<file path="src/mixer_regs_pkg.sv">
// constants, field layouts and carrier types for the output mixer register bank
// Functional notes
// routing bit D7 connects source to output
// D6-D0 hold 7-bit volume, reset zero
// common headphone level D7-D4, 1 dB steps
// software never writes level codes 1010-1111
// headphone D3 mutes at 0, resets muted
// headphone D2 picks powered-down drive, resets 1
// headphone D1 reads gain pending, resets 1
// headphone D0 powers output up, resets 0
// mono level D7-D4, same steps, resets 0 dB
// mono D3 mutes at 0, resets muted
// mono D2 reserved, reads zero
// mono D1 reads gain pending, resets 1
// mono D0 read-only powered status, resets 0
// offsets 73-78 route six sources into mono
// offset 80 routes second left input leftward
// volume or level writes set pending until settled
package mixer_regs_pkg;

    localparam int ADDR_W = 8;
    localparam int DATA_W = 8;
    localparam int NUM_ROUTES = 8;

    // register offsets
    localparam logic [7:0] OFF_RDAC_RCOM = 8'h47;
    localparam logic [7:0] OFF_RCOM_LVL = 8'h48;
    localparam logic [7:0] OFF_SECOND_LEFT_LINE_INPUT_MONO = 8'h49;
    localparam logic [7:0] OFF_LAMP_MONO = 8'h4A;
    localparam logic [7:0] OFF_LDAC_MONO = 8'h4B;
    localparam logic [7:0] OFF_SECOND_RIGHT_LINE_INPUT_MONO = 8'h4C;
    localparam logic [7:0] OFF_RAMP_MONO = 8'h4D;
    localparam logic [7:0] OFF_RDAC_MONO = 8'h4E;
    localparam logic [7:0] OFF_MONO_LVL = 8'h4F;
    localparam logic [7:0] OFF_SECOND_LEFT_LINE_INPUT_LLINE = 8'h50;

    // route slot order, slot 0 first in the low byte
    localparam logic [NUM_ROUTES*8-1:0] ROUTE_OFFS = {
        OFF_SECOND_LEFT_LINE_INPUT_LLINE, OFF_RDAC_MONO, OFF_RAMP_MONO, OFF_SECOND_RIGHT_LINE_INPUT_MONO,
        OFF_LDAC_MONO, OFF_LAMP_MONO, OFF_SECOND_LEFT_LINE_INPUT_MONO, OFF_RDAC_RCOM};
    localparam logic [2:0] SLOT_RCOM = 3'h0;
    localparam logic [2:0] SLOT_LLINE = 3'h7;

    // field positions
    localparam int ROUTE_EN_BIT = 7;
    localparam int VOL_MSB = 6;
    localparam int LVL_MSB = 7;
    localparam int LVL_LSB = 4;
    localparam int MUTE_BIT = 3;
    localparam int PDDRV_BIT = 2;
    localparam int PEND_BIT = 1;
    localparam int PWR_BIT = 0;

    // reset values and the top level code
    localparam logic [6:0] VOL_RST = 7'h00;
    localparam logic [3:0] LVL_RST = 4'h0;
    localparam logic [3:0] LVL_MAX = 4'h9;
    localparam logic PDDRV_RST = 1'b1;

    // timing at 100 MHz
    localparam int CLK_MHZ = 100;
    localparam int SETTLE_NS = 10000;
    localparam int SETTLE_CYC = (SETTLE_NS * CLK_MHZ + 999) / 1000;
    localparam int PWRUP_NS = 20000;
    localparam int PWRUP_CYC = (PWRUP_NS * CLK_MHZ + 999) / 1000;
    localparam int CNT_W = 12;

    typedef struct packed {
        logic en;
        logic [6:0] vol;
    } route_vol_t;

    typedef struct packed {
        logic [3:0] level;
        logic unmute;
        logic hiz_pd;
        logic power_on;
    } hp_level_t;

    typedef struct packed {
        logic [3:0] level;
        logic unmute;
    } mono_level_t;

endpackage

</file>
<file path="src/gain_settle.sv">
// pending flag that stays up for a fixed settle time after each kick
`timescale 1ns/1ns
module gain_settle
    import mixer_regs_pkg::*;
#(
    parameter int CYCLES = SETTLE_CYC
) (
    input wire logic mclk, // system clock
    input wire logic rst, // synchronous reset, high
    input wire logic kick, // new gain written
    output logic busy // gain not yet applied
);
    logic [CNT_W-1:0] cnt_ff; // cycles left to settle
    logic busy_ff; // pending flag

    // a kick always restarts the wait, so a write never gets lost
    always_ff @(posedge mclk) begin
        if (rst) begin
            cnt_ff <= CNT_W'(CYCLES); // reset gains also need to settle
        end else if (kick) begin
            cnt_ff <= CNT_W'(CYCLES);
        end else if (cnt_ff != '0) begin
            cnt_ff <= cnt_ff - 1'b1;
        end
    end

    // flag drops with the last count, set wins over the clear
    always_ff @(posedge mclk) begin
        if (rst) begin
            busy_ff <= 1'b1;
        end else if (kick) begin
            busy_ff <= 1'b1;
        end else if (cnt_ff <= CNT_W'(1)) begin
            busy_ff <= 1'b0;
        end
    end

    assign busy = busy_ff;
endmodule

</file>
<file path="src/output_mixer_route_level_regs.sv">
// register bank for common headphone, mono and left line mixer controls
//
// Added by the designer: the strobed register port.
`timescale 1ns/1ns
module output_mixer_route_level_regs
    import mixer_regs_pkg::*;
#(
    parameter int SETTLE_CYCLES = SETTLE_CYC,
    parameter int PWRUP_CYCLES = PWRUP_CYC
) (
    input wire logic mclk, // system clock
    input wire logic rst, // synchronous reset, high
    input wire logic [ADDR_W-1:0] reg_addr, // register offset
    input wire logic [DATA_W-1:0] reg_wdata, // write data
    input wire logic reg_wr, // write strobe
    input wire logic reg_rd, // read strobe
    output logic [DATA_W-1:0] reg_rdata, // read data, cycle after strobe
    input wire logic mono_pwr_req, // mono output power-up request
    output route_vol_t [NUM_ROUTES-1:0] route_cfg, // per-path switch and volume
    output hp_level_t rcom_level, // common headphone settings
    output mono_level_t mono_level, // mono line settings
    output logic rcom_pending, // headphone gain still settling
    output logic mono_pending, // mono gain still settling
    output logic rcom_powered, // headphone fully powered
    output logic mono_powered // mono fully powered
);

    // true when the offset names a routing register
    function automatic logic is_route(input logic [ADDR_W-1:0] a);
        logic hit;
        hit = 1'b0;
        for (int i = 0; i < NUM_ROUTES; i++) begin
            if (a == ROUTE_OFFS[i*8 +: 8]) begin
                hit = 1'b1;
            end
        end
        return hit;
    endfunction

    // slot number of a routing register, zero when none
    function automatic logic [2:0] route_slot(input logic [ADDR_W-1:0] a);
        logic [2:0] s;
        s = 3'h0;
        for (int i = 0; i < NUM_ROUTES; i++) begin
            if (a == ROUTE_OFFS[i*8 +: 8]) begin
                s = 3'(i);
            end
        end
        return s;
    endfunction

    // decoded access
    logic wr_route; // write hits a routing register
    logic [2:0] wr_slot; // which routing register
    logic wr_rcom_lvl; // write hits headphone level
    logic wr_mono_lvl; // write hits mono level
    logic rcom_kick; // headphone gain changed
    logic mono_kick; // mono gain changed

    // stored fields
    route_vol_t route_ff [NUM_ROUTES]; // routing registers
    logic [3:0] rcom_lvl_ff; // headphone level code
    logic rcom_unmute_ff; // headphone mute control
    logic rcom_hiz_ff; // headphone powered-down drive
    logic rcom_pwr_ff; // headphone power control
    logic [3:0] mono_lvl_ff; // mono level code
    logic mono_unmute_ff; // mono mute control

    // status from the helpers
    logic rcom_busy; // headphone settle in progress
    logic mono_busy; // mono settle in progress
    logic rcom_up; // headphone ramp done
    logic mono_up; // mono ramp done

    // read path
    logic [DATA_W-1:0] nxt_rdata; // value for the next cycle
    logic [DATA_W-1:0] rdata_ff; // registered read data

    // address decode for writes
    always_comb begin
        wr_route = reg_wr && is_route(reg_addr);
        wr_slot = route_slot(reg_addr);
        wr_rcom_lvl = reg_wr && (reg_addr == OFF_RCOM_LVL);
        wr_mono_lvl = reg_wr && (reg_addr == OFF_MONO_LVL);
    end

    // routing registers, one per source-to-output path
    for (genvar g = 0; g < NUM_ROUTES; g++) begin : g_route
        always_ff @(posedge mclk) begin
            if (rst) begin
                route_ff[g].en <= 1'b0;
                route_ff[g].vol <= VOL_RST;
            end else if (wr_route && (wr_slot == 3'(g))) begin
                // switch bit connects the source when set
                route_ff[g].en <= reg_wdata[ROUTE_EN_BIT];
                // volume code is taken whole, no range check
                route_ff[g].vol <= reg_wdata[VOL_MSB:0];
            end
        end
        // slots 1 to 6 feed mono, slot 7 the left line, slot 0 the headphone
        assign route_cfg[g] = route_ff[g];
    end

    // headphone level field
    // reserved codes are stored as written: software must keep out of them
    always_ff @(posedge mclk) begin
        if (rst) begin
            rcom_lvl_ff <= LVL_RST;
        end else if (wr_rcom_lvl) begin
            rcom_lvl_ff <= reg_wdata[LVL_MSB:LVL_LSB];
        end
    end

    // headphone mute, starts muted
    always_ff @(posedge mclk) begin
        if (rst) begin
            rcom_unmute_ff <= 1'b0;
        end else if (wr_rcom_lvl) begin
            rcom_unmute_ff <= reg_wdata[MUTE_BIT];
        end
    end

    // headphone powered-down drive, starts high impedance
    always_ff @(posedge mclk) begin
        if (rst) begin
            rcom_hiz_ff <= PDDRV_RST;
        end else if (wr_rcom_lvl) begin
            rcom_hiz_ff <= reg_wdata[PDDRV_BIT];
        end
    end

    // headphone power control, starts off
    always_ff @(posedge mclk) begin
        if (rst) begin
            rcom_pwr_ff <= 1'b0;
        end else if (wr_rcom_lvl) begin
            rcom_pwr_ff <= reg_wdata[PWR_BIT];
        end
    end

    // mono level field, same encoding as the headphone
    always_ff @(posedge mclk) begin
        if (rst) begin
            mono_lvl_ff <= LVL_RST;
        end else if (wr_mono_lvl) begin
            mono_lvl_ff <= reg_wdata[LVL_MSB:LVL_LSB];
        end
    end

    // mono mute, starts muted; bits D2 to D0 of a write are dropped
    always_ff @(posedge mclk) begin
        if (rst) begin
            mono_unmute_ff <= 1'b0;
        end else if (wr_mono_lvl) begin
            mono_unmute_ff <= reg_wdata[MUTE_BIT];
        end
    end

    // gain changes per output: any volume or level write restarts settling
    // the left line slot has its status elsewhere, so it kicks nothing here
    always_comb begin
        rcom_kick = wr_rcom_lvl || (wr_route && (wr_slot == SLOT_RCOM));
        mono_kick = wr_mono_lvl
            || (wr_route && (wr_slot != SLOT_RCOM) && (wr_slot != SLOT_LLINE));
    end

    // headphone settle timer
    gain_settle #(
        .CYCLES(SETTLE_CYCLES)
    ) u_rcom_settle (
        .mclk(mclk),
        .rst(rst),
        .kick(rcom_kick),
        .busy(rcom_busy)
    );

    // mono settle timer
    gain_settle #(
        .CYCLES(SETTLE_CYCLES)
    ) u_mono_settle (
        .mclk(mclk),
        .rst(rst),
        .kick(mono_kick),
        .busy(mono_busy)
    );

    // headphone ramps up while software holds its power bit
    power_ramp #(
        .CYCLES(PWRUP_CYCLES)
    ) u_rcom_pwr (
        .mclk(mclk),
        .rst(rst),
        .req(rcom_pwr_ff),
        .up(rcom_up)
    );

    // mono ramps up on the external power request
    power_ramp #(
        .CYCLES(PWRUP_CYCLES)
    ) u_mono_pwr (
        .mclk(mclk),
        .rst(rst),
        .req(mono_pwr_req),
        .up(mono_up)
    );

    // read mux, unmapped offsets read zero
    always_comb begin
        nxt_rdata = '0;
        if (is_route(reg_addr)) begin
            nxt_rdata = route_ff[route_slot(reg_addr)];
        end else if (reg_addr == OFF_RCOM_LVL) begin
            nxt_rdata[LVL_MSB:LVL_LSB] = rcom_lvl_ff;
            nxt_rdata[MUTE_BIT] = rcom_unmute_ff;
            nxt_rdata[PDDRV_BIT] = rcom_hiz_ff;
            nxt_rdata[PEND_BIT] = rcom_busy;
            nxt_rdata[PWR_BIT] = rcom_pwr_ff;
        end else if (reg_addr == OFF_MONO_LVL) begin
            nxt_rdata[LVL_MSB:LVL_LSB] = mono_lvl_ff;
            nxt_rdata[MUTE_BIT] = mono_unmute_ff;
            nxt_rdata[PDDRV_BIT] = 1'b0;
            nxt_rdata[PEND_BIT] = mono_busy;
            nxt_rdata[PWR_BIT] = mono_up;
        end
    end

    // read data register; held between reads to keep the bus quiet
    always_ff @(posedge mclk) begin
        if (rst) begin
            rdata_ff <= '0;
        end else if (reg_rd) begin
            rdata_ff <= nxt_rdata;
        end
    end

    // outputs toward the analog mixers
    assign reg_rdata = rdata_ff;
    assign rcom_level.level = rcom_lvl_ff;
    assign rcom_level.unmute = rcom_unmute_ff;
    assign rcom_level.hiz_pd = rcom_hiz_ff;
    assign rcom_level.power_on = rcom_pwr_ff;
    assign mono_level.level = mono_lvl_ff;
    assign mono_level.unmute = mono_unmute_ff;
    assign rcom_pending = rcom_busy;
    assign mono_pending = mono_busy;
    assign rcom_powered = rcom_up;
    assign mono_powered = mono_up;

endmodule

</file>
<file path="src/power_ramp.sv">
// reports full power only after the request has held for the ramp time
`timescale 1ns/1ns
module power_ramp
    import mixer_regs_pkg::*;
#(
    parameter int CYCLES = PWRUP_CYC
) (
    input wire logic mclk, // system clock
    input wire logic rst, // synchronous reset, high
    input wire logic req, // power-up wanted
    output logic up // output fully powered
);
    logic [CNT_W-1:0] cnt_ff; // cycles of ramp done
    logic up_ff; // powered status

    // any drop of the request restarts the ramp from zero
    always_ff @(posedge mclk) begin
        if (rst || !req) begin
            cnt_ff <= '0;
        end else if (cnt_ff != CNT_W'(CYCLES)) begin
            cnt_ff <= cnt_ff + 1'b1;
        end
    end

    // status only rises once the whole ramp has run
    always_ff @(posedge mclk) begin
        if (rst || !req) begin
            up_ff <= 1'b0;
        end else begin
            up_ff <= (cnt_ff == CNT_W'(CYCLES));
        end
    end

    assign up = up_ff;
endmodule

</file>
<file path="config.mk">
export PLATFORM = sky130hd
export DESIGN_NAME = output_mixer_route_level_regs
export DESIGN_NICKNAME = d
export VERILOG_FILES = /design/src/mixer_regs_pkg.sv /design/src/gain_settle.sv /design/src/output_mixer_route_level_regs.sv /design/src/power_ramp.sv
export SDC_FILE = /design/constraint.sdc
export NUM_CORES = 1
export LEC_CHECK = 0
export ABC_CLOCK_PERIOD_IN_PS = 3350
export BUFFER_PORTS_ARGS = -buffer_cell sky130_fd_sc_hd__buf_2
export CAP_MARGIN = 25
export CORE_ASPECT_RATIO = 0.5
export CORE_MARGIN = 2
export CORE_UTILIZATION = 57
export CTS_BUF_LIST = sky130_fd_sc_hd__clkbuf_4 sky130_fd_sc_hd__clkbuf_8 sky130_fd_sc_hd__clkbuf_16
export CTS_CLUSTER_DIAMETER = 40
export DETAILED_ROUTE_END_ITERATION = 6
export PLACE_DENSITY = 0.87
export SYNTH_ARGS = -nofsm -noshare
export SYNTH_HDL_FRONTEND = slang
export SYNTH_HIERARCHICAL = 1
export SYNTH_SLANG_ARGS = --single-unit
</file>
<file path="constraint.sdc">
create_clock -name mclk -period 3.35 [get_ports mclk]
set_input_delay 0.5025 -clock mclk [delete_from_list [all_inputs] [get_ports mclk]]
set_output_delay 0.5025 -clock mclk [all_outputs]
set_load 0.02 [all_outputs]
</file>
Word-level counts from Yosys, hierarchy flattened:

Memories as Yosys holds them, arrays and structs flattened.
Index checks and enable logic that the tools add are counted.

* eq/ne operators: 22
* bitwise operators: 16
* $add $sub $neg: 4
* muxes and demuxes: 61
* order comparisons: 2
* reductions and logical operators: 25

Operators with widths (count)
* 8-bit by 7-bit equality test with 1-bit output, second input constant: 10
* 7-bit 2-to-1 mux: 8
* 1-bit 2-to-1 mux: 43
* 12-bit by 1-bit adder with 12-bit output, second input constant: 2
* 12-bit by 11-bit equality test with 1-bit output, second input constant: 2
* 12-bit by 1-bit <= comparator with 1-bit output, second input constant: 2
* 8-bit 2-to-1 mux: 3
* 12-bit by 11-bit inequality test with 1-bit output, second input constant: 2
* 12-bit nonzero test: 2
* 12-bit by 1-bit subtractor with 12-bit output, second input constant: 2
* 3-bit 2-to-1 mux: 7
* 1-bit bitwise OR: 16
* 1-bit logical AND: 13
* 3-bit equality test, second input constant: 4
* 3-bit by 2-bit equality test with 1-bit output, second input constant: 2
* 1-bit logical OR: 4
* 2-bit OR reduction: 2
* 3-bit by 1-bit equality test with 1-bit output, second input constant: 1
* 3-bit zero test: 1
* 3-bit inequality test, second input constant: 1
* 3-bit nonzero test: 1
* 1-bit zero test: 2

* bits of input ports: 21
* memories kept: 1
* output and inout bits: 88
* bits in writable memories: 64
* word-level logic and storage cells: 146
* bits in registers: 72

Memory list
* route_ff: words 8, width 8, read ports 9, clocked after Yosys merged registers in 0, wr ports 8, line output_mixer_route_level_regs.sv:61 `route_vol_t route_ff [NUM_ROUTES];`

Depth between registers and ports, before layout:

* depth in word-level cells: 15
* mapped depth: 10
* gate-level depth less buffers: 7

Hierarchy:

Netlist, hierarchy kept.

By module, submodules not included
* output_mixer_route_level_regs: sequential area each 2322.2 um^2, area an instance 4195.3 um^2, cells an instance 389, instances 1
* gain_settle: sequential area each 260.2 um^2, area an instance 661.9 um^2, cells an instance 73, instances 2
* power_ramp: sequential area each 260.2 um^2, area an instance 635.6 um^2, cells an instance 67, instances 2

Least setup slack after synthesis:

No wires, ideal clock.

* kind: input-to-reg
* from: input port reg_addr[0]
* to: register u_rcom_settle.cnt_ff[3]
* setup slack: 635 ps
* setup time: 127 ps
* stages: 10
* buffers on the path: 3
* arrival: 2588 ps
* data required time: 3223 ps
* cells stage by stage: buf_2 buf_2 and2_1 a211o_1 a21oi_1 nor2b_1 o21a_1 or2_2 buf_1 or3_1

* longest elaborated chain between the ends: 13
* elaborated cells on any way between the ends: 30
* those cells by class: 9 x eq/ne; 15 x mux; 6 x reduce/logical

RTL lines
* from (decl): line output_mixer_route_level_regs.sv:13 `input wire logic [ADDR_W-1:0] reg_addr,`
* 8-bit by 7-bit equality test with 1-bit output
* 1-bit 2-to-1 mux (8 in series): line output_mixer_route_level_regs.sv:33 `if (a == ROUTE_OFFS[i*8 +: 8]) begin`
* 1-bit logical AND: line output_mixer_route_level_regs.sv:81 `wr_route = reg_wr && is_route(reg_addr);`
* 1-bit logical AND: line output_mixer_route_level_regs.sv:162 `rcom_kick = wr_rcom_lvl || (wr_route && (wr_slot == SLOT_RCOM));`
* 1-bit logical OR *: line output_mixer_route_level_regs.sv:162
* named net rcom_kick: line output_mixer_route_level_regs.sv:57 `logic rcom_kick;`
* 2-bit OR reduction (no source line) *
* to (signal assigned): line gain_settle.sv:19 `cnt_ff <= CNT_W'(CYCLES);`
* to (signal assigned): line gain_settle.sv:21 `cnt_ff <= CNT_W'(CYCLES);`
* to (signal assigned): line gain_settle.sv:23 `cnt_ff <= cnt_ff - 1'b1;`
* to (decl): line gain_settle.sv:13 `logic [CNT_W-1:0] cnt_ff;`

The timed path passes the listed nets; every way through them passes the cells marked *.
A chain may end at the register's enable or synchronous reset.

Worst setup path in the final report:

Ends and elaborated chain as after synthesis.

==> metrics <==
DRT iter0 DRCs=496; CTS Buffer Depth=2; R2R setup slack=between 1 and 1.5 ns; Synth area leader=edfxtp_1; Buf/Inv on CP=1; synth cell count leaders=dfxtp_1, nand2_1, and2_1; RSZ-0062 raised after global routing=false; CTS tree=done; RR Endpoint=u_mono_settle/cnt_ff[10]; WP data required=between 3 and 4 ns; critical path's top delay family=simple AND/OR/NAND/NOR gates; max-cap viol count=0; Die H=81.18 um; die width=approximately 160 um; Setup TNS=0 ns; clock skew=around 0.0050 ns; Syn-to-layout area delta=18.32%; crit end category=flip-flop; total power=between 4 and 5 mW; WP data arrival=2.72 ns; syn nets=700; post_cts resized=0; antenna violations before repair=0; total track usage=29.11%; first-pass GRT wire length=28,160 um; top_reg_cell synth=dfxtp_1; slowest CP cell=a21oi_1; RR Startpoint=u_mono_settle/cnt_ff[0]; GR Util met1=a little over a third; placer congestion estimate=0.8910; Synth area leaders=edfxtp_1, dfxtp_1, and2_1; relative max-transition margin=approximately 50%; worst slew pin tran=between 0.7 and 0.8 ns; DP HPWL=12,820 um; routed length per instance=19.73 um; Async SR Flop Fraction=0%; vias post-DR=5,981; fin. max-slew vios=0; Starting Density=between 50% and 60%; mapped cell area=a little under 7000 sq um; sequential share of the synthesized area=between 40% and 50%; slowest stage delay, CP=0.38 ns; met3 usage=7.364%; met2 GRT Util=around half; core area=roughly 12,000 sq um; post-route ant nets=0; P per Cell Area=~500 nW/um^2; crit share post-route=between 70% and 80%; Hold Crit Depth=3; CTS hold repair buffers=0; Layout Cells excl Fill=~960; layer with the highest usage=met2; Cells after DPL=just over 900; Post-synth EDFFs=64; setup repair bufs after CTS=0; nets=between 800 and 900; Syn Inst Count=around 670; total grt overflow=0; Final setup viols=0; maximum fanout along the worst path=16; count of different cell masters after synthesis=between 70 and 80; DRT Pass-1 Iters=5; syn avg cell area=around 10 sq um; clock sinks=136; hold endpoint=mono_lvl_ff[1]; Peak VDD IR=0.2886 mV; post-route cell area=8034 sq um; WS Path Type=in2reg; CP startpoint kind=primary input; CTS root buf=clkbuf_16; DRC=0; beginning of the worst hold path=reg_wdata[5]; port buffer count=around 110; Die Area=12,860 sq um; clk_lat worst skew=between 0.4 and 0.5 ns; Yosys reg bits=about 140; Area after DPL=approximately 7500 sq um; type of the most critical hold path=in2reg; final WL=18,860 um; run status=finished, final reports clean; Leak=around 3 nW; Stages on worst setup path=8; Yosys warning count=6; crit-path cells=buf_2 -> and2_1 -> a211o_1 -> a21oi_1 -> nor2b_1 -> o21a_1 -> or2_2 -> or3_1; vias per std cell=~6.3; fmax=approximately 410 MHz; minimum clock period=approximately 2.4 ns; Worst-path clk slew=around 0.06 ns; vias in the first global route=5,425; row count=28; Final Hold Fails=0; largest net degree at the start of global routing=28; top-area cell type share of the netlist area=around 28%; layout cells sized above 1=about a quarter; CTS Buf Count=17; Antenna diodes=0; most frequent cell after synthesis=dfxtp_1; IO Pins=between 100 and 150; H-tree depth=4; Reg2Reg Depth=6; Hold Slack=approximately 0.47 ns
worst reg2reg max path, stage by stage (launching register included):
cell	delay, ns
dfxtp_1	0.35
inv_1	0.10
ha_1	0.22
or3b_2	0.56
a2111oi_2	0.44
xnor2_1	0.18
nor2_1	0.08
layout by cell type, fill, tap and decap left out, types with 4 or more instances in the layout:
cell type,instances
buf_2,109
dfxtp_1,72
nand2_1,68
and2_1,67
edfxtp_1,64
nor2_1,41
a21oi_1,38
nand3_1,36
o21ai_0,25
clkbuf_16,18
mux2i_1,17
buf_4,14
inv_1,13
or3_1,13
o31ai_1,11
nor3_1,10
xnor2_1,10
ha_1,10
or4_1,8
or4_4,7
o31a_1,6
nand4_1,6
nor4_1,6
or2_2,5
mux2_2,5
a211oi_1,5
clkinv_2,5
nor2_2,4
a22oi_1,4
a21o_1,4
clkbuf_8,4
xor2_1,4
kinds of logic after synthesis:
group                      count (synthesis)  share of synthesized area (%)
xor gates and xnor gates                  14                          1.806
adders and majority gates                 10                          1.843
buffers and inverters                     46                          3.353
and+or+nand+nor                          310                          26.70
DFF                                      136                          49.53
AOI/OAI and AO/OA                        131                          13.43
muxes                                     22                          3.335
worst max path at each step:
stage	endpoint	slack, ns	startpoint
final	u_rcom_settle/cnt_ff[3]	0.93	reg_addr[0]
after detailed placement	u_rcom_settle/cnt_ff[3]	0.53	reg_addr[0]
after CTS	u_rcom_settle/cnt_ff[3]	0.95	reg_addr[0]
after floorplan	u_rcom_settle/cnt_ff[3]	0.63	reg_addr[0]
after global placement	u_rcom_settle/cnt_ff[3]	0.60	reg_addr[0]
after global routing	u_rcom_settle/cnt_ff[3]	0.83	reg_addr[0]
final cells by class:
class                           count  area, sq um
Fill cell                         840         3667
Tap cell                          165        206.4
Multi-Input combinational cell    487         3199
Inverter                           13        48.80
Clock buffer                       25        528.0
Sequential cell                   136         3363
Timing Repair Buffer              123        650.6
Clock inverter                      7        37.54
power by group:
part / switching [mW] / total (mW) / internal [mW]
clock network: 0.698 / 1.79 / 1.09
logic: 0.249 / 0.373 / 0.124
registers: 0.0621 / 1.87 / 1.80
total: 1.01 / 4.03 / 3.02
registers in the layout, summed over array words and instances, names as in the netlist:
register	cells
rcom_lvl_ff	4
rcom_pwr_ff	1
u_mono_settle/cnt_ff	12
u_rcom_pwr/cnt_ff	12
route_ff	64
rcom_unmute_ff	1
u_mono_pwr/up	1
mono_lvl_ff	4
u_rcom_pwr/up	1
u_rcom_settle/busy	1
u_rcom_settle/cnt_ff	12
mono_unmute_ff	1
reg_rdata	8
u_mono_pwr/cnt_ff	12
u_mono_settle/busy	1
rcom_hiz_ff	1
metrics by stage:
step,util (%),setup slack [ns]
detailed placement,63.83,0.5337
global placement,63.78,0.6012
floorplan,-,0.6349
finish,68.66,0.9251
CTS,68.66,0.9524
global route,68.66,0.8272
per-layer routing:
layer	share of wire, %	wire, um	vias up
li1	-	-	2674
met1	38	7259	2868
met2	48	9122	355
met3	9.0	1688	84
met4	4.2	790	0
met5	0	0	-
Note: power is estimated with default switching activity, not from simulation.
